### config.mk
export PLATFORM = sky130hd
export DESIGN_NAME = pts_timestamp_port
export DESIGN_NICKNAME = d
export VERILOG_FILES = /design/src/core/pts_pkg.sv /design/src/core/pts_tag_fifo.sv /design/src/core/pts_timestamp_port.sv
export SDC_FILE = /design/constraint.sdc
export NUM_CORES = 1
export LEC_CHECK = 0
export BUFFER_PORTS_ARGS = -buffer_cell sky130_fd_sc_hd__buf_4
export CORE_MARGIN = 4
export CORE_UTILIZATION = 50
export CTS_CLUSTER_SIZE = 30
export DETAILED_ROUTE_END_ITERATION = 10
export GPL_ROUTABILITY_DRIVEN = 0
export PLACE_DENSITY = 0.81
export SLEW_MARGIN = 25
export SYNTH_ARGS = -nofsm -noshare
export SYNTH_HDL_FRONTEND = slang
export SYNTH_HIERARCHICAL = 1
export SYNTH_SLANG_ARGS = --single-unit
### constraint.sdc
create_clock -name pclk -period 4.9 [get_ports pclk]
set_input_delay 0.98 -clock pclk [delete_from_list [all_inputs] [get_ports pclk]]
set_output_delay 0.98 -clock pclk [all_outputs]
set_load 0.05 [all_outputs]
### src/core/pts_pkg.sv
// shared constants and types for the ptp timestamp port
package pts_pkg;

    // widths of the timestamp datapath
    localparam int PTS_TIMER_W = 80;
    localparam int PTS_TAG_W = 16;
    localparam int PTS_ADJ_W = 11;
    localparam int PTS_NS_W = 32;
    localparam int PTS_SEC_W = 48;
    localparam int PTS_TC_W = 64;

    // frame operation codes on the transmit command port
    typedef enum logic [1:0]
    {
        PTS_OP_NONE = 2'b00,
        PTS_OP_ONE = 2'b01,
        PTS_OP_TWO = 2'b10,
        PTS_OP_RSVD = 2'b11
    } pts_op_t;

    // apb register byte addresses
    localparam logic [11:0] PTS_REG_CTRL = 12'h000;
    localparam logic [11:0] PTS_REG_ADJ = 12'h004;
    localparam logic [11:0] PTS_REG_STAT = 12'h008;

    // control register fields
    localparam int PTS_CTRL_ONE_STEP = 0;
    localparam int PTS_CTRL_TRANSP = 1;
    localparam int PTS_CTRL_PATH_RST = 2;

    // status register fields
    localparam int PTS_STAT_WR_ERR = 0;
    localparam int PTS_STAT_RD_ERR = 1;
    localparam int PTS_STAT_EMPTY = 2;
    localparam int PTS_STAT_FULL = 3;

    // reset values
    localparam logic [1:0] PTS_CTRL_RESET = 2'h0;
    localparam logic [10:0] PTS_ADJ_RESET = 11'h000;

    // adjust value suggested for transparent clock use (802 decimal)
    localparam logic [10:0] PTS_ADJ_TRANSP_HINT = 11'h322;

    // time-of-day rollover and correction-field scaling
    localparam logic [31:0] PTS_NS_PER_SEC = 32'h3B9A_CA00;
    localparam int PTS_TC_FRAC_W = 16;
    localparam int PTS_ADJ_FRAC_W = 3;

    // cycles from the command port to the capture plane, and tag queue depth
    localparam int PTS_CAP_LAT = 4;
    localparam int PTS_TAG_DEPTH = 8;

endpackage

### src/core/pts_tag_fifo.sv
// tag queue between the command port and the capture plane
`timescale 1ns/1ps
`default_nettype none

module pts_tag_fifo
    import pts_pkg::*;
#(
    parameter int WIDTH = PTS_TAG_W,
    parameter int DEPTH = PTS_TAG_DEPTH
)
(
    input wire logic pclk, // system clock
    input wire logic presetn, // async reset, active low
    input wire logic clr, // path reset, empties the queue
    input wire logic push, // store push_data
    input wire logic [WIDTH-1:0] push_data, // tag to store
    input wire logic pop, // drop the head entry
    output logic [WIDTH-1:0] head, // oldest tag
    output logic full, // no room left
    output logic empty // nothing stored
);

    localparam int AW = $clog2(DEPTH);

    logic [WIDTH-1:0] mem [DEPTH];
    logic [AW-1:0] wr_ptr;
    logic [AW-1:0] rd_ptr;
    logic [AW:0] count;
    logic do_push;
    logic do_pop;

    // a push into a full queue with no pop in the same cycle, or a pop from an empty one, is dropped
    assign do_pop = pop && !empty;
    assign do_push = push && (!full || do_pop);
    assign full = (count == (AW+1)'(DEPTH));
    assign empty = (count == '0);
    assign head = mem[rd_ptr];

    // storage, written at the tail
    always_ff @(posedge pclk)
    begin
        if (do_push)
            mem[wr_ptr] <= push_data;
    end

    // pointers and fill count
    always_ff @(posedge pclk or negedge presetn)
    begin
        if (!presetn)
        begin
            wr_ptr <= '0;
            rd_ptr <= '0;
            count <= '0;
        end
        else if (clr)
        begin
            wr_ptr <= '0;
            rd_ptr <= '0;
            count <= '0;
        end
        else
        begin
            if (do_push)
                wr_ptr <= wr_ptr + AW'(1);
            if (do_pop)
                rd_ptr <= rd_ptr + AW'(1);
            count <= count + (AW+1)'(do_push) - (AW+1)'(do_pop);
        end
    end

endmodule // pts_tag_fifo

`default_nettype wire

### src/core/pts_timestamp_port.sv
// ptp packet timestamp port with apb control registers
//
// The implementer's own choices: the placing of the registers and the APB interface to the registers.
`timescale 1ns/1ps
`default_nettype none

// Contract
// RQ1 - normal mode timer: nanoseconds in low 32 bits, seconds in high 48
// RQ2 - transparent mode timer: nanoseconds bits 62:16, fraction bits 15:0
// RQ3 - timer source drives transmit timer synchronous to the clock
// RQ4 - transmit stamp valid marks a presented stamp and tag
// RQ5 - returned 16-bit tag equals the tag given with that frame
// RQ6 - transmit stamp is timer value when frame start hit capture plane
// RQ7 - client holds opcode and tag valid on frame's first cycle
// RQ8 - opcode 00 takes no stamp and leaves frame alone
// RQ9 - opcode 01 takes a stamp and offers it for insertion
// RQ10 - opcode 10 takes a stamp and returns it without frame change
// RQ11 - opcode 11 behaves exactly as opcode 00
// RQ12 - insertion happens only while one-step enable is 1
// RQ13 - transparent mode takes timer as correction value for the stamp
// RQ14 - client has already fixed correction field before transmit
// RQ15 - tag is ignored for no-operation frames
// RQ16 - one-step and two-step stamps come back with their tag
// RQ17 - one-step stamp offset by 11-bit adjust, ns bits 10:3, fraction 2:0
// RQ18 - controller should program adjust to 802 in transparent mode
// RQ19 - tag write failure sets a flag held until path reset
// RQ20 - tag read failure sets a flag held until path reset
// RQ21 - receive timer uses same format, synchronous to the clock
// RQ22 - receive stamp is valid on each frame's first cycle
// RQ23 - every received frame gets a stamp, no content parsing
// RQ24 - transmit stamp valid pulses one cycle with stable tag and stamp
module pts_timestamp_port
    import pts_pkg::*;
#(
    parameter int CAP_LAT = PTS_CAP_LAT,
    parameter int TAG_DEPTH = PTS_TAG_DEPTH
)
(
    input wire logic pclk, // system clock, 100 MHz
    input wire logic presetn, // async reset, active low
    input wire logic psel, // apb select
    input wire logic penable, // apb access phase
    input wire logic pwrite, // apb write
    input wire logic [11:0] paddr, // apb byte address
    input wire logic [31:0] pwdata, // apb write data
    output logic [31:0] prdata, // apb read data
    output logic pready, // apb ready
    output logic pslverr, // apb error on unmapped address
    input wire logic tx_sop, // first cycle of a transmit frame
    input wire logic [1:0] tx_stamp_opcode, // per-frame operation
    input wire logic [15:0] tx_tag, // per-frame tag
    input wire logic [79:0] tx_timer, // transmit system timer
    output logic tx_stamp_valid, // stamp and tag presented
    output logic [15:0] tx_stamp_tag, // tag of stamped frame
    output logic [79:0] tx_stamp, // captured transmit stamp
    output logic tx_insert_valid, // one-step stamp for insertion
    output logic [79:0] tx_insert_stamp, // adjusted one-step stamp
    output logic tx_fifo_write_error, // sticky tag write failure
    output logic tx_fifo_read_error, // sticky tag read failure
    input wire logic [79:0] rx_timer, // receive system timer
    input wire logic rx_valid_in, // receive beat valid
    input wire logic rx_sop_in, // receive first beat
    output logic rx_valid, // receive beat valid, delayed
    output logic rx_sop, // receive first beat, delayed
    output logic rx_stamp_valid, // receive stamp on first beat
    output logic [79:0] rx_stamp // receive stamp
);

    localparam int CHK_DLY = CAP_LAT + 1;
    localparam int CHK_PLANE = CAP_LAT - 1;

    logic one_step_enable;
    logic transp_mode;
    logic [10:0] lat_adjust;
    logic path_clr;
    logic apb_wr;
    logic apb_rd_hit;
    logic stamp_op;
    logic tag_push;
    logic [CAP_LAT-1:0] pipe_hit;
    logic [CAP_LAT-1:0] pipe_one;
    logic plane_hit;
    logic plane_one;
    logic [15:0] tag_head;
    logic tag_full;
    logic tag_empty;
    logic [79:0] next_stamp;
    logic [79:0] next_insert;

    // apb access decode, zero wait states
    assign pready = 1'b1;
    assign apb_wr = psel && penable && pwrite;
    always_comb
    begin
        apb_rd_hit = 1'b1;
        prdata = 32'h0000_0000;
        unique case (paddr)
            PTS_REG_CTRL:
            begin
                prdata[PTS_CTRL_ONE_STEP] = one_step_enable;
                prdata[PTS_CTRL_TRANSP] = transp_mode;
            end
            PTS_REG_ADJ:
                prdata[10:0] = lat_adjust;
            PTS_REG_STAT:
            begin
                prdata[PTS_STAT_WR_ERR] = tx_fifo_write_error;
                prdata[PTS_STAT_RD_ERR] = tx_fifo_read_error;
                prdata[PTS_STAT_EMPTY] = tag_empty;
                prdata[PTS_STAT_FULL] = tag_full;
            end
            default:
                apb_rd_hit = 1'b0;
        endcase
    end
    assign pslverr = psel && penable && !apb_rd_hit;

    // control and adjust registers
    always_ff @(posedge pclk or negedge presetn)
    begin
        if (!presetn)
        begin
            {transp_mode, one_step_enable} <= PTS_CTRL_RESET;
            lat_adjust <= PTS_ADJ_RESET;
        end
        else if (apb_wr)
        begin
            if (paddr == PTS_REG_CTRL)
            begin
                one_step_enable <= pwdata[PTS_CTRL_ONE_STEP];
                transp_mode <= pwdata[PTS_CTRL_TRANSP];
            end
            if (paddr == PTS_REG_ADJ)
                lat_adjust <= pwdata[10:0];
        end
    end

    // self-clearing transmit path reset, written as a one
    assign path_clr = apb_wr && (paddr == PTS_REG_CTRL)
        && pwdata[PTS_CTRL_PATH_RST];

    // only one-step and two-step frames are stamped
    assign stamp_op = tx_sop && ((tx_stamp_opcode == PTS_OP_ONE)
        || (tx_stamp_opcode == PTS_OP_TWO)); // RQ8 RQ11
    assign tag_push = stamp_op && !path_clr; // RQ15

    // frame start travels to the capture plane
    always_ff @(posedge pclk or negedge presetn)
    begin
        if (!presetn)
        begin
            pipe_hit <= '0;
            pipe_one <= '0;
        end
        else if (path_clr)
        begin
            pipe_hit <= '0;
            pipe_one <= '0;
        end
        else
        begin
            pipe_hit <= {pipe_hit[CAP_LAT-2:0], stamp_op};
            pipe_one <= {pipe_one[CAP_LAT-2:0],
                tx_stamp_opcode == PTS_OP_ONE};
        end
    end
    assign plane_hit = pipe_hit[CAP_LAT-1];
    assign plane_one = pipe_one[CAP_LAT-1];

    // tags wait here until their frame reaches the plane
    pts_tag_fifo #(
        .WIDTH(PTS_TAG_W),
        .DEPTH(TAG_DEPTH)
    ) u_tag_fifo (
        .pclk(pclk),
        .presetn(presetn),
        .clr(path_clr),
        .push(tag_push),
        .push_data(tx_tag),
        .pop(plane_hit),
        .head(tag_head),
        .full(tag_full),
        .empty(tag_empty)
    );

    // stamp format: tod as is, correction field zero-extended
    always_comb
    begin
        next_stamp = tx_timer; // RQ1 RQ6
        if (transp_mode)
            next_stamp = {16'h0000, tx_timer[PTS_TC_W-1:0]}; // RQ2 RQ13
    end

    // one-step stamp moved by the latency adjust
    always_comb
    begin
        logic [32:0] ns_sum;
        logic [63:0] tc_sum;
        ns_sum = {1'b0, tx_timer[PTS_NS_W-1:0]}
            + {25'h000_0000, lat_adjust[10:PTS_ADJ_FRAC_W]};
        tc_sum = tx_timer[PTS_TC_W-1:0] + {40'h00_0000_0000,
            lat_adjust, 13'h0000};
        next_insert = tx_timer;
        if (transp_mode)
            next_insert = {16'h0000, tc_sum}; // RQ17
        else if (ns_sum >= {1'b0, PTS_NS_PER_SEC})
        begin
            next_insert[PTS_NS_W-1:0] = 32'(ns_sum - {1'b0, PTS_NS_PER_SEC});
            next_insert[79:PTS_NS_W] = tx_timer[79:PTS_NS_W] + 48'h1;
        end
        else
            next_insert[PTS_NS_W-1:0] = ns_sum[31:0]; // RQ17
    end

    // stamp return to the client, one pulse per frame
    always_ff @(posedge pclk or negedge presetn)
    begin
        if (!presetn)
        begin
            tx_stamp_valid <= 1'b0;
            tx_stamp_tag <= 16'h0000;
            tx_stamp <= 80'h0;
        end
        else
        begin
            tx_stamp_valid <= plane_hit; // RQ4 RQ10 RQ24
            if (plane_hit)
            begin
                tx_stamp_tag <= tag_head; // RQ5 RQ16
                tx_stamp <= next_stamp; // RQ6
            end
        end
    end

    // one-step stamp for the frame insertion logic
    always_ff @(posedge pclk or negedge presetn)
    begin
        if (!presetn)
        begin
            tx_insert_valid <= 1'b0;
            tx_insert_stamp <= 80'h0;
        end
        else
        begin
            tx_insert_valid <= plane_hit && plane_one
                && one_step_enable; // RQ9 RQ12
            if (plane_hit && plane_one)
                tx_insert_stamp <= next_insert;
        end
    end

    // sticky tag queue errors, cleared only by a path reset
    always_ff @(posedge pclk or negedge presetn)
    begin
        if (!presetn)
        begin
            tx_fifo_write_error <= 1'b0;
            tx_fifo_read_error <= 1'b0;
        end
        else
        begin
            // a fresh read error in the clearing cycle still sets the flag
            if (path_clr)
            begin
                tx_fifo_write_error <= 1'b0;
                tx_fifo_read_error <= 1'b0;
            end
            if (tag_push && tag_full && !plane_hit)
                tx_fifo_write_error <= 1'b1; // RQ19
            if (plane_hit && tag_empty)
                tx_fifo_read_error <= 1'b1; // RQ20
        end
    end

    // receive side stamps every first beat
    always_ff @(posedge pclk or negedge presetn)
    begin
        if (!presetn)
        begin
            rx_valid <= 1'b0;
            rx_sop <= 1'b0;
            rx_stamp_valid <= 1'b0;
            rx_stamp <= 80'h0;
        end
        else
        begin
            rx_valid <= rx_valid_in;
            rx_sop <= rx_valid_in && rx_sop_in;
            rx_stamp_valid <= rx_valid_in && rx_sop_in; // RQ23
            if (rx_valid_in && rx_sop_in)
                rx_stamp <= rx_timer; // RQ21 RQ22
        end
    end
endmodule // pts_timestamp_port

`default_nettype wire

-- Word level (Yosys, flattened, before mapping)
Memory sizes are Yosys's and may differ from the RTL's. A register that Yosys moved wholly into a read port is not among the register bits.
Cells that the tools add are included.
- bits in writable memories: 128
- logic and storage cells: 84
- memories: 1
- flip-flop bits (word level): 277
- output and inout port bits: 297
- bits in read-only memories: 0
- latch bits: 0
- memories (name ; depth ; width ; read ports ; clocked after Yosys merged registers in ; write ports ; RTL line ; source):
    u_tag_fifo.mem ; 8 ; 16 ; 1 ; 1 ; 1 ; pts_tag_fifo.sv:25 ; logic [WIDTH-1:0] mem [DEPTH];
- mux-type cells: 20
- add/sub/neg operators: 8
- order comparisons: 1
- div/mod/pow operators: 0
- bitwise operators: 0
- shift operators: 0
- equality and inequality tests: 5
- reduce and logical (&&, ||, !) cells: 32
- $mul: 0
- operators by type and width (cell ; count):
    80-bit 2-to-1 mux ; 2
    64-bit by 24-bit adder with 64-bit output ; 1
    48-bit by 1-bit adder with 48-bit output (second input constant) ; 1
    48-bit 2-to-1 mux ; 1
    32-bit by 8-bit adder with 33-bit output ; 1
    33-bit by 30-bit >= comparator with 1-bit output (second input constant) ; 1
    32-bit 2-to-1 mux ; 1
    32-bit by 30-bit subtractor with 32-bit output (second input constant) ; 1
    1-bit logical AND ; 15
    12-bit by 3-bit equality test with 1-bit output (second input constant) ; 1
    12-bit by 4-bit equality test with 1-bit output (second input constant) ; 1
    12-bit logical NOT ; 1
    3-bit 2-to-1 mux ; 4
    4-bit 2-to-1 mux ; 3
    2-bit nonzero test ; 4
    7-bit 2-to-1 mux ; 1
    3-bit by 1-bit adder with 3-bit output (second input constant) ; 2
    1-bit logical NOT ; 6
    1-bit 2-to-1 mux ; 6
    2-bit one-hot mux with 3 select lines ; 1
    4-bit by 1-bit adder with 4-bit output ; 1
    4-bit equality test (second input constant) ; 1
    4-bit logical NOT ; 1
    2-bit one-hot mux with 2 select lines ; 1
    6 further kinds ; 8

-- Depth between registers and ports, before layout
Gate-level depths: netlist (run 1).
- word-level depth: 10
- mapped depth: 19
- gate-level depth less buffers: 16

-- Hierarchy
Netlist (run 1), hierarchy kept.
- by module, submodules not included (module ; seq. area each (um^2) ; cells each ; area an instance (um^2) ; instances):
    pts_timestamp_port ; 7081.8 ; 1380 ; 14619.0 ; 1
    pts_tag_fifo ; 4093.9 ; 272 ; 5589.1 ; 1

-- Worst setup path after synthesis (run 1)
Ideal clock, no wire load.
- path type: input to register
- start: input tx_timer[0]
- end: register tx_insert_stamp[78]
- cell stages on the path: 19
- slack: -0.082 ns
- data arrival time: 4.886 ns
- cell sequence: ha_1 fa_1 a211o_1 and4_4 o21a_1 buf_2 or2_2 ha_1 a21o_1 a22oi_2 o21a_1 o211ai_1 a21o_1 buf_6 a2111o_1 buf_6 nor4_2 xnor2_1 o31ai_1
- cells in the longest elaborated chain, start to end: 4
- ends and longest elaborated chain (what ; RTL line ; source):
    from (decl) ; pts_timestamp_port.sv:52 ; input wire logic [79:0] tx_timer,
    32-bit by 8-bit adder with 33-bit output ; pts_timestamp_port.sv:200 ; + {25'h000_0000, lat_adjust[10:PTS_ADJ_FRAC_W]};
    33-bit by 30-bit >= comparator with 1-bit output ; pts_timestamp_port.sv:206 ; else if (ns_sum >= {1'b0, PTS_NS_PER_SEC})
    48-bit 2-to-1 mux ; pts_timestamp_port.sv:206 ;
    80-bit 2-to-1 mux ; pts_timestamp_port.sv:204 ; if (transp_mode)
    to (signal assigned) ; pts_timestamp_port.sv:248 ; tx_insert_stamp <= next_insert;
    to (decl) ; pts_timestamp_port.sv:57 ; output logic [79:0] tx_insert_stamp,
Every way passes these cells.
A chain may end at the register's enable or synchronous reset.

-- Final worst setup path (run 1)
- start: input tx_timer[0]
- end: register tx_insert_stamp[20]
- cells in the longest elaborated chain, start to end: 4
- elaborated cells between the ends (all ways): 6
- ends and longest elaborated chain (what ; RTL line):
    32-bit by 8-bit adder with 33-bit output ; pts_timestamp_port.sv:200
    32-bit by 30-bit subtractor with 32-bit output / 33-bit by 30-bit >= comparator with 1-bit output (equally long branches) ; pts_timestamp_port.sv:208, pts_timestamp_port.sv:206
    32-bit 2-to-1 mux ; pts_timestamp_port.sv:206
    80-bit 2-to-1 mux (*) ; pts_timestamp_port.sv:204
Every way passes the cells marked *; elsewhere a longest branch is shown, timed or not.

==> report_table.html, run 1 <==
<table>
<tr><th>Metric</th><th>Value</th></tr>
<tr><th colspan="2">Clock network</th></tr>
<tr><td>Number of buffers between clock root and the deepest sink</td><td>3</td></tr>
<tr><td>Clock slew seen by the registers of the worst setup and hold paths</td><td>60 ps</td></tr>
<tr><td>Number of levels the H-tree was split into</td><td>2</td></tr>
<tr><td>CTS tree</td><td>done</td></tr>
<tr><td>Number of buffers inserted to repair setup after CTS</td><td>0</td></tr>
<tr><td>Clock Sink Count</td><td>421</td></tr>
<tr><td>Clk Latency, worst-skew pair</td><td>590 ps</td></tr>
<tr><td>CTS Root Buffer Type</td><td>clkbuf_16</td></tr>
<tr><td>Hold-fix buffers at CTS</td><td>0</td></tr>
<tr><td>Post-CTS Resized</td><td>0</td></tr>
<tr><td>Number of buffers created by CTS</td><td>45</td></tr>
<tr><th colspan="2">Setup path</th></tr>
<tr><td>Data required time at the worst endpoint</td><td>5430 ps</td></tr>
<tr><td>Logic depth of the worst register-to-register path</td><td>16</td></tr>
<tr><td>Crit start category</td><td>input port</td></tr>
<tr><td>Kind of capture point of the worst setup path</td><td>flop</td></tr>
<tr><td>FF-to-FF Start</td><td>lat_adjust[3]$_DFFE_PN0P_</td></tr>
<tr><td>Capture point of the worst reg-to-reg path</td><td>tx_insert_stamp[20]$_DFFE_PN0P_</td></tr>
<tr><td>Maximum fanout along the worst path</td><td>8</td></tr>
<tr><td>Worst path arrival time</td><td>5190 ps</td></tr>
<tr><td>Worst reg-to-reg setup slack</td><td>270 ps</td></tr>
<tr><td>Start-to-end type of the worst setup path</td><td>in2reg</td></tr>
<tr><th colspan="2">Hold path</th></tr>
<tr><td>Worst Hold Class</td><td>reg2reg</td></tr>
<tr><td>Worst Hold End</td><td>pipe_one[3]$_DFF_PN0_</td></tr>
<tr><td>Hold Path Stages</td><td>1</td></tr>
<tr><td>Hold Path Origin</td><td>pipe_one[2]$_DFF_PN0_</td></tr>
<tr><th colspan="2">GRT</th></tr>
<tr><td>Remaining global-route overflow</td><td>0</td></tr>
<tr><td>Initial antenna violation count</td><td>4</td></tr>
<tr><td>Number of global-route vias before repair</td><td>16123</td></tr>
<tr><td>Global Route Usage Sum</td><td>28.66%</td></tr>
<tr><td>Largest net degree at the start of global routing</td><td>116</td></tr>
<tr><td>Wire length of the first global-routing pass</td><td>97670 µm</td></tr>
<tr><th colspan="2">Finish</th></tr>
<tr><td>Final Net Count</td><td>2460</td></tr>
<tr><td>Total non-filler cell area in the finished layout</td><td>26560 µm²</td></tr>
<tr><td>Synthesis-to-finish area growth</td><td>31.41%</td></tr>
<tr><td>Final standard cell count with taps included and fillers excluded</td><td>2761</td></tr>
<tr><td>End-of-flow core utilization</td><td>66.68%</td></tr>
<tr><td>Share of cells above drive strength 1</td><td>41.67%</td></tr>
<tr><th colspan="2">Route</th></tr>
<tr><td>Via density per instance</td><td>5.803</td></tr>
<tr><td>Routed Wire Length</td><td>64840 µm</td></tr>
<tr><td>Number of design-rule violations left by the first detailed-router iteration</td><td>1666</td></tr>
<tr><td>Post-route DRC</td><td>0</td></tr>
<tr><td>WL/cell</td><td>23.48 µm</td></tr>
<tr><td>Via count</td><td>16023</td></tr>
<tr><td>Pre-antenna DRT Iters</td><td>5</td></tr>
<tr><td>Detail Route Antenna Nets</td><td>0</td></tr>
<tr><th colspan="2">Status</th></tr>
<tr><td>Status</td><td>complete, no violations</td></tr>
<tr><th colspan="2">Timing</th></tr>
<tr><td>Count of final setup violators</td><td>0</td></tr>
<tr><td>Slew at the pin with the worst max-slew slack</td><td>1048 ps</td></tr>
<tr><td>Total count of max-transition violations in the final report</td><td>0</td></tr>
<tr><td>Final total negative setup slack</td><td>0 ps</td></tr>
<tr><td>Min cycle time layout</td><td>4658 ps</td></tr>
<tr><td>Worst slew margin relative to its limit</td><td>30.11%</td></tr>
<tr><td>Maximum clock rate</td><td>214.7 MHz</td></tr>
<tr><td>Number of failing hold endpoints at the final stage</td><td>0</td></tr>
<tr><td>Final worst-path cycle share</td><td>95.07%</td></tr>
<tr><td>Maximum clock skew at final layout</td><td>15.77 ps</td></tr>
<tr><td>Least setup slack across all paths after layout</td><td>241.6 ps</td></tr>
<tr><td>Worst hold slack</td><td>436.6 ps</td></tr>
<tr><td>Unrepaired setup endpoints after global routing</td><td>false</td></tr>
<tr><th colspan="2">Yosys</th></tr>
<tr><td>Count of synthesis-stage warnings from yosys</td><td>6</td></tr>
<tr><td>Area share of the largest cell type after synthesis</td><td>36.28%</td></tr>
<tr><td>Sequential area share after synthesis</td><td>55.30%</td></tr>
<tr><td>Mean instance size in the synthesized netlist</td><td>12.23 µm²</td></tr>
<tr><td>Count of flip-flops with a built-in enable after synthesis</td><td>128</td></tr>
<tr><td>Unique cell type count in the Yosys netlist</td><td>88</td></tr>
<tr><td>Ys flop type</td><td>dfrtp_1</td></tr>
<tr><td>Leading cell type by number of instances after synthesis</td><td>dfrtp_1</td></tr>
<tr><td>Top cell types by occurrence after synthesis</td><td>dfrtp_1 (293), mux2_2 (190), nand2_1 (150), edfxtp_1 (128), o21ai_0 (81)</td></tr>
<tr><td>Main area contributors after synthesis</td><td>dfrtp_1 (36%), edfxtp_1 (19%), mux2_2 (11%)</td></tr>
<tr><td>Largest area contributor in the synthesized netlist</td><td>dfrtp_1</td></tr>
<tr><td>Post-synthesis sequential element count</td><td>421</td></tr>
<tr><td>Post-Syn Area</td><td>20210 µm²</td></tr>
<tr><td>Async set-reset flop share out of synthesis</td><td>69.60%</td></tr>
<tr><td>Post-synthesis cell count</td><td>1652</td></tr>
<tr><th colspan="2">Power</th></tr>
<tr><td>Switching power</td><td>4.615 mW</td></tr>
<tr><td>Internal power contribution</td><td>7.997 mW</td></tr>
<tr><td>Relative contribution of sequential cells to total power</td><td>37.1%</td></tr>
<tr><td>Static leakage</td><td>11.49 nW</td></tr>
<tr><td>Part of the total power dissipated in the clock network</td><td>29.9%</td></tr>
<tr><td>Total Power</td><td>12.61 mW</td></tr>
<tr><td>Part of the total power dissipated in combinational logic</td><td>33.0%</td></tr>
<tr><td>Cell Pwr Density</td><td>474.9 nW/µm²</td></tr>
<tr><td>Switching part of the total</td><td>36.59%</td></tr>
<tr><td>Worst voltage drop across the vdd grid</td><td>0.5157 mV</td></tr>
<tr><th colspan="2">Floorplanning</th></tr>
<tr><td>Core ar.</td><td>39820 µm²</td></tr>
<tr><td>Die X-Extent</td><td>209.0 µm</td></tr>
<tr><td>Die Area</td><td>43700 µm²</td></tr>
<tr><td>Rows</td><td>73</td></tr>
<tr><td>Initial standard-cell utilization of the core</td><td>50.74%</td></tr>
<tr><td>Die span in y</td><td>209.0 µm</td></tr>
<tr><td>Ports</td><td>527</td></tr>
<tr><th colspan="2">Place</th></tr>
<tr><td>DP Wirelength</td><td>46840 µm</td></tr>
<tr><td>Worst slack at placement</td><td>-278.7 ps</td></tr>
<tr><td>Quantity of I/O buffers inserted on ports</td><td>483</td></tr>
<tr><td>Post-DP Area</td><td>24900 µm²</td></tr>
<tr><td>Number of placed cells counting well taps</td><td>2676</td></tr>
<tr><th colspan="2">Flow run</th></tr>
<tr><td>Max Cap Violations</td><td>0</td></tr>
</table>
-- cell type report --
class | instances | area [µm²]
Inverter | 32 | 120.1
Fill cell | 2787 | 13270
Sequential cell | 421 | 11180
Antenna cell | 2 | 5.005
Timing Repair Buffer | 585 | 4424
Clock inverter | 24 | 405.4
Clock buffer | 59 | 1249
Tap cell | 525 | 656.9
Multi-Input combinational cell | 1113 | 8511
-- per-layer routing --
layer  share of wire [%]  global-route usage [%]  wire (µm)  vias to the layer above
li1                    -                       -          -                     7091
met1                  38                   36.39      24790                     8017
met2                  49                   47.92      31970                      762
met3                 8.5                   7.221       5538                      151
met4                 3.9                   10.55       2522                        2
met5               0.026                       0         17                        -
-- logic make-up (layout without fill, tap and decap cells) --
| group | Yosys count | count (layout) | synth area share, % |
|---|---|---|---|
| fa+ha+maj | 32 | 32 | 2.093 |
| simple gates | 481 | 481 | 12.07 |
| mux | 235 | 235 | 14.85 |
| flops | 421 | 421 | 55.30 |
| xor+xnor | 93 | 93 | 4.068 |
| other cells | 2 | 24 | 0.03716 |
| compound gates | 250 | 250 | 8.272 |
| buf+inv | 138 | 700 | 3.300 |
-- cells in the final DEF, fill, tap and decap left out, types with 13 or more instances in the layout --
master       n
a21oi_1     42
a31o_2      14
and2_1      29
and3_1      16
buf_4      582
clkbuf_16   45
conb_1      22
dfrtp_1    290
edfxtp_1   128
ha_1        27
inv_1       31
mux2_2     190
mux2i_1     13
mux4_2      29
nand2_1    149
nand2b_1    13
nand3_1     42
nor2_1      79
nor2b_1     28
nor3_1      31
nor4_1      19
o21ai_0     81
o31ai_1     18
xnor2_1     68
xor2_1      24
-- registers in the layout, summed over array words and instances, names as in the netlist --
signal               count
rx_stamp                80
tx_stamp                80
u_tag_fifo/rd_ptr        3
u_tag_fifo/wr_ptr        3
pipe_one                 4
tx_fifo_read_error       1
tx_insert_stamp         80
rx_valid                 1
transp_mode              1
u_tag_fifo/count         4
rx_stamp_valid           1
pipe_hit                 4
one_step_enable          1
tx_stamp_valid           1
tx_stamp_tag            16
tx_insert_valid          1
u_tag_fifo/mem         128
tx_fifo_write_error      1
lat_adjust              11
-- worst max-delay path, cell delays in order --
cell	delay [ps]
buf_4	120
ha_2	190
fa_2	420
a211o_1	350
and4_4	210
o21a_1	250
buf_4	180
a311oi_1	290
nor3_1	130
o21a_1	220
o211ai_1	260
a21oi_1	130
nor2_1	620
buf_4	270
o211ai_1	120
a2111o_1	380
nand3_1	70
-- power groups by stage --
stage                     clock network, mW  logic, mW  registers, mW
final                                  3.77       4.16           4.68
after global routing                   3.97       4.34           4.75
after CTS                              3.82       4.17           4.68
after detailed placement                  0       4.14           4.74
after global placement                    0       4.04           4.69
after floorplan                           0       1.39           6.02
-- worst max-delay path by stage --
| stage | from | cells after the start | end | slack (ps) |
|---|---|---|---|---|
| 4_1_cts | tx_timer[0] | 17 | tx_insert_stamp[20]$_DFFE_PN0P_ | 330 |
| 3_3_place_gp | tx_timer[0] | 18 | tx_insert_stamp[20]$_DFFE_PN0P_ | -200 |
| 5_1_grt | tx_timer[0] | 17 | tx_insert_stamp[20]$_DFFE_PN0P_ | 40 |
| 6_report | tx_timer[0] | 17 | tx_insert_stamp[20]$_DFFE_PN0P_ | 240 |
| 2_1_floorplan | tx_timer[0] | 19 | tx_insert_stamp[78]$_DFFE_PN0P_ | 30 |
| 3_5_place_dp | tx_timer[0] | 17 | tx_insert_stamp[20]$_DFFE_PN0P_ | -280 |
Note: power is estimated with default switching activity, not from simulation.
==> inputs of run 2 (changes only) <==
BUFFER_PORTS_ARGS = default   (was -buffer_cell sky130_fd_sc_hd__buf_4)
DONT_BUFFER_PORTS = 1   (was default)
PLACE_DENSITY = 0.7   (was 0.81)
==> run 2 against run 1 <==
  * Sequential share of layout area grew 6.9 points
  * Sequential cell count unchanged
  * Cell area down 14%
  * Clock-buffer cell count fell by 8
  * Critical path type is now reg2reg
  * Setup slack better by 120 ps
  * Hold slack worse by 330 ps
  * Via count fell by 16%
  * Register-to-register slack improved by 90 ps
  * Maximum frequency rose by 2.7%
  * Largest power group unchanged
  * Largest cell class unchanged
==> report_table.html, run 2 (same netlist as run 1, synthesis figures left out) <==
<table>
<tr><th>Metric</th><th>Value</th></tr>
<tr><th colspan="2">Floorplanning</th></tr>
<tr><td>Ports</td><td>527</td></tr>
<tr><td>Die span in y</td><td>209.0 µm</td></tr>
<tr><td>Core ar.</td><td>39820 µm²</td></tr>
<tr><td>Die Area</td><td>43700 µm²</td></tr>
<tr><td>Rows</td><td>73</td></tr>
<tr><td>Die X-Extent</td><td>209.0 µm</td></tr>
<tr><td>Initial standard-cell utilization of the core</td><td>50.74%</td></tr>
<tr><th colspan="2">Finish</th></tr>
<tr><td>Total non-filler cell area in the finished layout</td><td>22800 µm²</td></tr>
<tr><td>Highest-count cells in the layout ignoring fill and taps</td><td>dfrtp_1 (289), mux2_2 (190), nand2_1 (149)</td></tr>
<tr><td>Antenna Cells</td><td>0</td></tr>
<tr><td>Synthesis-to-finish area growth</td><td>12.85%</td></tr>
<tr><td>Max FFs per register</td><td>128</td></tr>
<tr><td>Final standard cell count with taps included and fillers excluded</td><td>2258</td></tr>
<tr><td>Commonest non-fill, non-tap cell in the layout</td><td>dfrtp_1</td></tr>
<tr><td>Final Net Count</td><td>1958</td></tr>
<tr><td>Fill cell instance count of the final layout</td><td>3177</td></tr>
<tr><td>Reg with most FFs</td><td>u_tag_fifo/mem</td></tr>
<tr><td>Share of cells above drive strength 1</td><td>25.10%</td></tr>
<tr><th colspan="2">Timing</th></tr>
<tr><td>Maximum clock rate</td><td>220.4 MHz</td></tr>
<tr><td>Number of failing hold endpoints at the final stage</td><td>0</td></tr>
<tr><td>Maximum clock skew at final layout</td><td>18.56 ps</td></tr>
<tr><td>Min cycle time layout</td><td>4536 ps</td></tr>
<tr><td>Worst slew margin relative to its limit</td><td>31.29%</td></tr>
<tr><td>Unrepaired setup endpoints after global routing</td><td>false</td></tr>
<tr><td>Slew at the pin with the worst max-slew slack</td><td>1031 ps</td></tr>
<tr><td>Least setup slack across all paths after layout</td><td>363.7 ps</td></tr>
<tr><td>Final worst-path cycle share</td><td>92.58%</td></tr>
<tr><td>Count of final setup violators</td><td>0</td></tr>
<tr><td>Final total negative setup slack</td><td>0 ps</td></tr>
<tr><td>Total count of max-transition violations in the final report</td><td>0</td></tr>
<tr><th colspan="2">Setup path</th></tr>
<tr><td>Data required time at the worst endpoint</td><td>5380 ps</td></tr>
<tr><td>Most numerous cell on the critical path</td><td>a21o_1</td></tr>
<tr><td>FF-to-FF Start</td><td>lat_adjust[6]$_DFFE_PN0P_</td></tr>
<tr><td>Kind of capture point of the worst setup path</td><td>flop</td></tr>
<tr><td>Crit start category</td><td>flop</td></tr>
<tr><td>Capture point of the worst reg-to-reg path</td><td>tx_insert_stamp[68]$_DFFE_PN0P_</td></tr>
<tr><td>Worst path arrival time</td><td>5010 ps</td></tr>
<tr><td>Logic depth of the worst register-to-register path</td><td>16</td></tr>
<tr><td>Delay contributed by the slowest stage of the critical path</td><td>800 ps</td></tr>
<tr><td>Cell with the largest stage delay on the worst path</td><td>a2111oi_1</td></tr>
<tr><td>Start-to-end type of the worst setup path</td><td>reg2reg</td></tr>
<tr><td>Worst reg-to-reg setup slack</td><td>360 ps</td></tr>
<tr><td>Maximum fanout along the worst path</td><td>6</td></tr>
<tr><td>CP Cell Sequence</td><td>ha_1 -&gt; a21o_1 -&gt; a21oi_2 -&gt; and4_1 -&gt; a2111oi_1 -&gt; ha_2 -&gt; a21o_1 -&gt; a22oi_2 -&gt; o21a_1 -&gt; o211ai_1 -&gt; a21o_1 -&gt; a2111o_1 -&gt; buf_4 -&gt; nor2_1 -&gt; xnor2_1 -&gt; o31ai_1</td></tr>
<tr><th colspan="2">Route</th></tr>
<tr><td>Post-route DRC</td><td>0</td></tr>
<tr><td>Via density per instance</td><td>5.986</td></tr>
<tr><td>Routed Wire Length</td><td>55460 µm</td></tr>
<tr><td>Detail Route Antenna Nets</td><td>0</td></tr>
<tr><td>Number of design-rule violations left by the first detailed-router iteration</td><td>1044</td></tr>
<tr><td>Pre-antenna DRT Iters</td><td>5</td></tr>
<tr><td>Via count</td><td>13516</td></tr>
<tr><td>WL/cell</td><td>24.56 µm</td></tr>
<tr><th colspan="2">Clock network</th></tr>
<tr><td>CTS tree</td><td>done</td></tr>
<tr><td>Number of buffers created by CTS</td><td>45</td></tr>
<tr><td>Number of buffers inserted to repair setup after CTS</td><td>0</td></tr>
<tr><td>Number of buffers between clock root and the deepest sink</td><td>3</td></tr>
<tr><td>Clk Latency, worst-skew pair</td><td>580 ps</td></tr>
<tr><td>Post-CTS Resized</td><td>0</td></tr>
<tr><td>Hold-fix buffers at CTS</td><td>0</td></tr>
<tr><td>Clock Sink Count</td><td>421</td></tr>
<tr><td>Clock slew seen by the registers of the worst setup and hold paths</td><td>60 ps</td></tr>
<tr><td>CTS Root Buffer Type</td><td>clkbuf_16</td></tr>
<tr><td>Number of levels the H-tree was split into</td><td>2</td></tr>
<tr><th colspan="2">Power</th></tr>
<tr><td>Worst voltage drop across the vdd grid</td><td>0.5353 mV</td></tr>
<tr><td>Static leakage</td><td>9.028 nW</td></tr>
<tr><td>Total Power</td><td>11.55 mW</td></tr>
<tr><td>Cell Pwr Density</td><td>506.3 nW/µm²</td></tr>
<tr><th colspan="2">Place</th></tr>
<tr><td>Number of placed cells counting well taps</td><td>2172</td></tr>
<tr><td>Worst slack at placement</td><td>-110.3 ps</td></tr>
<tr><td>Quantity of I/O buffers inserted on ports</td><td>0</td></tr>
<tr><td>Post-DP Area</td><td>21090 µm²</td></tr>
<tr><td>DP Wirelength</td><td>39820 µm</td></tr>
<tr><th colspan="2">GRT</th></tr>
<tr><td>Remaining global-route overflow</td><td>0</td></tr>
<tr><td>Largest net degree at the start of global routing</td><td>294</td></tr>
<tr><td>Wire length of the first global-routing pass</td><td>83570 µm</td></tr>
<tr><td>Number of global-route vias before repair</td><td>13815</td></tr>
<tr><td>Global Route Usage Sum</td><td>24.42%</td></tr>
<tr><td>Initial antenna violation count</td><td>5</td></tr>
<tr><th colspan="2">Hold path</th></tr>
<tr><td>Worst Hold Class</td><td>in2async</td></tr>
<tr><th colspan="2">Status</th></tr>
<tr><td>Status</td><td>complete, no violations</td></tr>
<tr><th colspan="2">Flow run</th></tr>
<tr><td>Max Cap Violations</td><td>0</td></tr>
</table>
-- run 2: changes by cell type in the layout (fill, tap and decap cells not counted), sizes merged --
cell / delta
clkinvlp: +4
diode: -2
bufinv: +1
clkbuf: -8
buf: -502
clkinv: +2
inv: +2
-- run 2: worst max-delay path by stage --
stage / start / end / cells after the start
final: lat_adjust[6]$_DFFE_PN0P_ / tx_insert_stamp[68]$_DFFE_PN0P_ / 16
after global routing: lat_adjust[6]$_DFFE_PN0P_ / tx_insert_stamp[9]$_DFFE_PN0P_ / 16
after CTS: lat_adjust[3]$_DFFE_PN0P_ / tx_insert_stamp[78]$_DFFE_PN0P_ / 16
after detailed placement: tx_timer[0] / tx_insert_stamp[68]$_DFFE_PN0P_ / 17
after global placement: tx_timer[3] / tx_insert_stamp[68]$_DFFE_PN0P_ / 16
after floorplan: tx_timer[0] / tx_insert_stamp[78]$_DFFE_PN0P_ / 19
-- run 2: where the power goes --
part / total [mW] / leakage, nW / internal [mW] / switching, mW
logic: 1.52 / 3.52 / 0.862 / 0.661
registers: 6.27 / 4.71 / 4.16 / 2.11
clock network: 3.76 / 0.795 / 2.29 / 1.47
total: 11.5 / 9.03 / 7.31 / 4.24
-- run 2: critical path, delay by kind of cell, from the launching register on --
family,cells,cell delay [ps]
xor gates and xnor gates,1,110
DFF,1,450
AOI/OAI and AO/OA,10,2670
buffers and inverters,1,210
and+or+nand+nor,2,250
adders and majority gates,2,750
-- run 2: final cells by class --
cell class	count	area (µm²)	area share, %
Sequential cell	421	11180	49.04
Multi-Input combinational cell	1113	8534	37.42
Clock buffer	51	1179	5.168
Tap cell	525	656.9	2.880
Timing Repair Buffer	83	638.1	2.798
Clock inverter	33	493.0	2.162
Inverter	32	120.1	0.5267
-- run 2: layer usage --
metal	wire length, µm	up-vias	GRT usage [%]
met1	21820	6796	30.96
met3	5123	120	7.882
li1	-	6049	-
met2	26480	547	39.57
met4	2013	4	9.001
met5	23	-	0
-- run 2: through the flow --
step / utilization (%) / hold slack (ps)
global placement: 52.97 / 435.5
CTS: 57.17 / 68.92
global route: 57.26 / 82.96
finish: 57.26 / 104.1
detailed placement: 52.97 / 438.6
floorplan: - / 427.7
==> inputs of run 3 (changes only) <==
PLACE_DENSITY = 0.73   (was 0.7)
clock period = 3.9 ns   (was 4.9 ns; I/O delays follow)
==> run 3 against run 2 <==
  * The run now ends with hold timing, setup timing left
  * Highest routed layer is now met4
  * Via count is 3.7% higher
  * Setup slack worse by 610 ps
  * Critical endpoint is now tx_insert_stamp[76]$_DFFE_PN0P_
  * Largest power group unchanged
  * Critical path depth increased by 1
==> report_table.html, run 3 (same netlist as run 1, synthesis figures left out) <==
<table>
<tr><th>Metric</th><th>Value</th></tr>
<tr><th colspan="2">Status</th></tr>
<tr><td>Status</td><td>complete, but fails checks</td></tr>
<tr><td>Violated checks</td><td>hold timing, setup timing</td></tr>
<tr><th colspan="2">Clock network</th></tr>
<tr><td>Clock Sink Count</td><td>421</td></tr>
<tr><td>CTS tree</td><td>done</td></tr>
<tr><td>Clock slew seen by the registers of the worst setup and hold paths</td><td>60 ps</td></tr>
<tr><td>Number of buffers between clock root and the deepest sink</td><td>3</td></tr>
<tr><td>Number of levels the H-tree was split into</td><td>2</td></tr>
<tr><td>Clk Latency, worst-skew pair</td><td>580 ps</td></tr>
<tr><td>Number of buffers created by CTS</td><td>45</td></tr>
<tr><td>CTS Root Buffer Type</td><td>clkbuf_16</td></tr>
<tr><th colspan="2">Timing</th></tr>
<tr><td>Unrepaired setup endpoints after global routing</td><td>true</td></tr>
<tr><td>Total count of max-transition violations in the final report</td><td>0</td></tr>
<tr><td>Maximum clock rate</td><td>241.4 MHz</td></tr>
<tr><td>Worst slew margin relative to its limit</td><td>35.42%</td></tr>
<tr><td>Maximum clock skew at final layout</td><td>23.31 ps</td></tr>
<tr><td>Number of failing hold endpoints at the final stage</td><td>186</td></tr>
<tr><td>Count of final setup violators</td><td>61</td></tr>
<tr><td>Min cycle time layout</td><td>4142 ps</td></tr>
<tr><td>Least setup slack across all paths after layout</td><td>-241.8 ps</td></tr>
<tr><td>Slew at the pin with the worst max-slew slack</td><td>968.6 ps</td></tr>
<tr><td>Final worst-path cycle share</td><td>106.2%</td></tr>
<tr><td>Worst hold slack</td><td>-99.01 ps</td></tr>
<tr><th colspan="2">Floorplanning</th></tr>
<tr><td>Die span in y</td><td>209.0 µm</td></tr>
<tr><td>Die Area</td><td>43700 µm²</td></tr>
<tr><td>Ports</td><td>527</td></tr>
<tr><td>Rows</td><td>73</td></tr>
<tr><td>Initial standard-cell utilization of the core</td><td>50.74%</td></tr>
<tr><td>Core ar.</td><td>39820 µm²</td></tr>
<tr><td>Die X-Extent</td><td>209.0 µm</td></tr>
<tr><th colspan="2">GRT</th></tr>
<tr><td>Initial antenna violation count</td><td>0</td></tr>
<tr><td>Wire length of the first global-routing pass</td><td>85950 µm</td></tr>
<tr><td>Largest net degree at the start of global routing</td><td>294</td></tr>
<tr><td>Remaining global-route overflow</td><td>0</td></tr>
<tr><td>Number of global-route vias before repair</td><td>13852</td></tr>
<tr><td>Global Route Usage Sum</td><td>25.33%</td></tr>
<tr><th colspan="2">Route</th></tr>
<tr><td>Detail Route Antenna Nets</td><td>0</td></tr>
<tr><td>Routed Wire Length</td><td>58230 µm</td></tr>
<tr><td>Detail Route met3 WL</td><td>5565 µm</td></tr>
<tr><td>Routed met2 length</td><td>27870 µm</td></tr>
<tr><td>WL/cell</td><td>25.01 µm</td></tr>
<tr><td>Met1 layer wirelength in the final routing</td><td>22520 µm</td></tr>
<tr><td>Number of design-rule violations left by the first detailed-router iteration</td><td>1351</td></tr>
<tr><td>Post-route DRC</td><td>0</td></tr>
<tr><td>Via count</td><td>14014</td></tr>
<tr><td>Highest routing layer actually used</td><td>met4</td></tr>
<tr><td>Via density per instance</td><td>6.020</td></tr>
<tr><td>Pre-antenna DRT Iters</td><td>6</td></tr>
<tr><th colspan="2">Finish</th></tr>
<tr><td>Synthesis-to-finish area growth</td><td>18.05%</td></tr>
<tr><td>Final standard cell count with taps included and fillers excluded</td><td>2328</td></tr>
<tr><td>End-of-flow core utilization</td><td>59.90%</td></tr>
<tr><td>Final Net Count</td><td>2029</td></tr>
<tr><td>Reg with most FFs</td><td>u_tag_fifo/mem</td></tr>
<tr><td>Antenna Cells</td><td>0</td></tr>
<tr><td>Max FFs per register</td><td>128</td></tr>
<tr><td>Fill cell instance count of the final layout</td><td>3071</td></tr>
<tr><td>Commonest non-fill, non-tap cell in the layout</td><td>dfrtp_1</td></tr>
<tr><td>Share of cells above drive strength 1</td><td>31.72%</td></tr>
<tr><td>Highest-count cells in the layout ignoring fill and taps</td><td>dfrtp_1 (289), mux2_2 (190), nand2_1 (148)</td></tr>
<tr><th colspan="2">Power</th></tr>
<tr><td>Static leakage</td><td>9.538 nW</td></tr>
<tr><td>Worst voltage drop across the vdd grid</td><td>0.5238 mV</td></tr>
<tr><td>Cell Pwr Density</td><td>594.1 nW/µm²</td></tr>
<tr><th colspan="2">Setup path</th></tr>
<tr><td>Maximum fanout along the worst path</td><td>8</td></tr>
<tr><td>Kind of capture point of the worst setup path</td><td>flop</td></tr>
<tr><td>Cell with the largest stage delay on the worst path</td><td>dfrtp_1</td></tr>
<tr><td>Worst path arrival time</td><td>4610 ps</td></tr>
<tr><td>Start-to-end type of the worst setup path</td><td>reg2reg</td></tr>
<tr><td>Data required time at the worst endpoint</td><td>4370 ps</td></tr>
<tr><td>Cell family contributing the most delay on the critical path</td><td>compound AO/OA/AOI/OAI gates</td></tr>
<tr><td>CP Cell Sequence</td><td>ha_4 -&gt; fa_2 -&gt; a211o_1 -&gt; and4_4 -&gt; o21a_4 -&gt; or2_4 -&gt; ha_4 -&gt; a21o_1 -&gt; a22oi_2 -&gt; o21a_1 -&gt; o211ai_1 -&gt; a21o_1 -&gt; a2111o_1 -&gt; buf_6 -&gt; nor3_4 -&gt; xnor2_1 -&gt; o31ai_1</td></tr>
<tr><td>Crit start category</td><td>flop</td></tr>
<tr><td>Crit path buf inv count</td><td>1</td></tr>
<tr><td>Delay contributed by the slowest stage of the critical path</td><td>430 ps</td></tr>
<tr><th colspan="2">Flow run</th></tr>
<tr><td>Max Cap Violations</td><td>0</td></tr>
<tr><th colspan="2">Place</th></tr>
<tr><td>Number of placed cells counting well taps</td><td>2228</td></tr>
<tr><td>DP Wirelength</td><td>41180 µm</td></tr>
<tr><td>Worst slack at placement</td><td>-878.8 ps</td></tr>
<tr><td>Quantity of I/O buffers inserted on ports</td><td>0</td></tr>
<tr><th colspan="2">Hold path</th></tr>
<tr><td>Worst Hold Class</td><td>in2async</td></tr>
</table>
-- run 3: changes by cell type in the layout (fill, tap and decap cells not counted), sizes merged --
| cell | change |
|---|---|
| buf | +71 |
| clkinvlp | -3 |
| inv | +4 |
| clkinv | -4 |
| clkbuf | +9 |
| bufinv | -7 |
-- run 3: stage by stage --
step | power [mW] | area (µm²) | setup TNS, ps
finish | 14.17 | 23860 | -8451
global route | 14.73 | 23860 | -19480
CTS | 14.28 | 23480 | -2807
detailed placement | 9.941 | 21690 | -49740
global placement | 9.827 | 21690 | -50480
floorplan | 9.314 | 20510 | -27960
-- run 3: final timing paths --
kind	start	end	slack, ps	depth (start not counted)
worst min register to register	pipe_hit[1]$_DFF_PN0_	pipe_hit[2]$_DFF_PN0_	450	1
worst max-delay path	lat_adjust[3]$_DFFE_PN0P_	tx_insert_stamp[76]$_DFFE_PN0P_	-240	17
min in group pclk	rx_valid_in	rx_valid$_DFF_PN0_	230	0
worst max register to register	lat_adjust[3]$_DFFE_PN0P_	tx_insert_stamp[76]$_DFFE_PN0P_	-240	17
worst min-delay path	presetn	tx_stamp[9]$_DFFE_PN0P_	-100	0
max in group asynchronous	presetn	tx_stamp_tag[10]$_DFFE_PN0P_	3480	0
-- run 3: layout make-up --
| cell class | count | area [µm²] | share of cell area, % |
|---|---|---|---|
| Inverter | 32 | 120.1 | 0.5035 |
| Clock inverter | 23 | 230.2 | 0.9651 |
| Timing Repair Buffer | 154 | 1226 | 5.140 |
| Clock buffer | 60 | 1252 | 5.250 |
| Multi-Input combinational cell | 1113 | 9186 | 38.51 |
| Sequential cell | 421 | 11180 | 46.88 |
| Tap cell | 525 | 656.9 | 2.754 |
-- run 3: repair_timing --
item | in CTS | in global routing
buffers inserted | 7 | 11
endpoints found under the hold margin | 293 | 293
setup endpoints to repair | 70 | 71
resized for setup | 46 | 69
pin swaps | 25 | 30
-- run 3: power by group --
part | internal [mW] | switching [mW] | total (mW) | leakage, nW
Combinational | 1.13 | 0.836 | 1.97 | 4.11
Sequential | 5.22 | 2.69 | 7.92 | 4.71
Clock | 2.48 | 1.81 | 4.29 | 0.718
Total | 8.84 | 5.34 | 14.2 | 9.54
-- run 3: per-layer routing --
metal  up-vias  global-route usage [%]
li1       6220                       -
met2       620                   40.45
met4         0                   9.248
met3       117                   7.852
met5         -                       0
met1      7057                   32.89
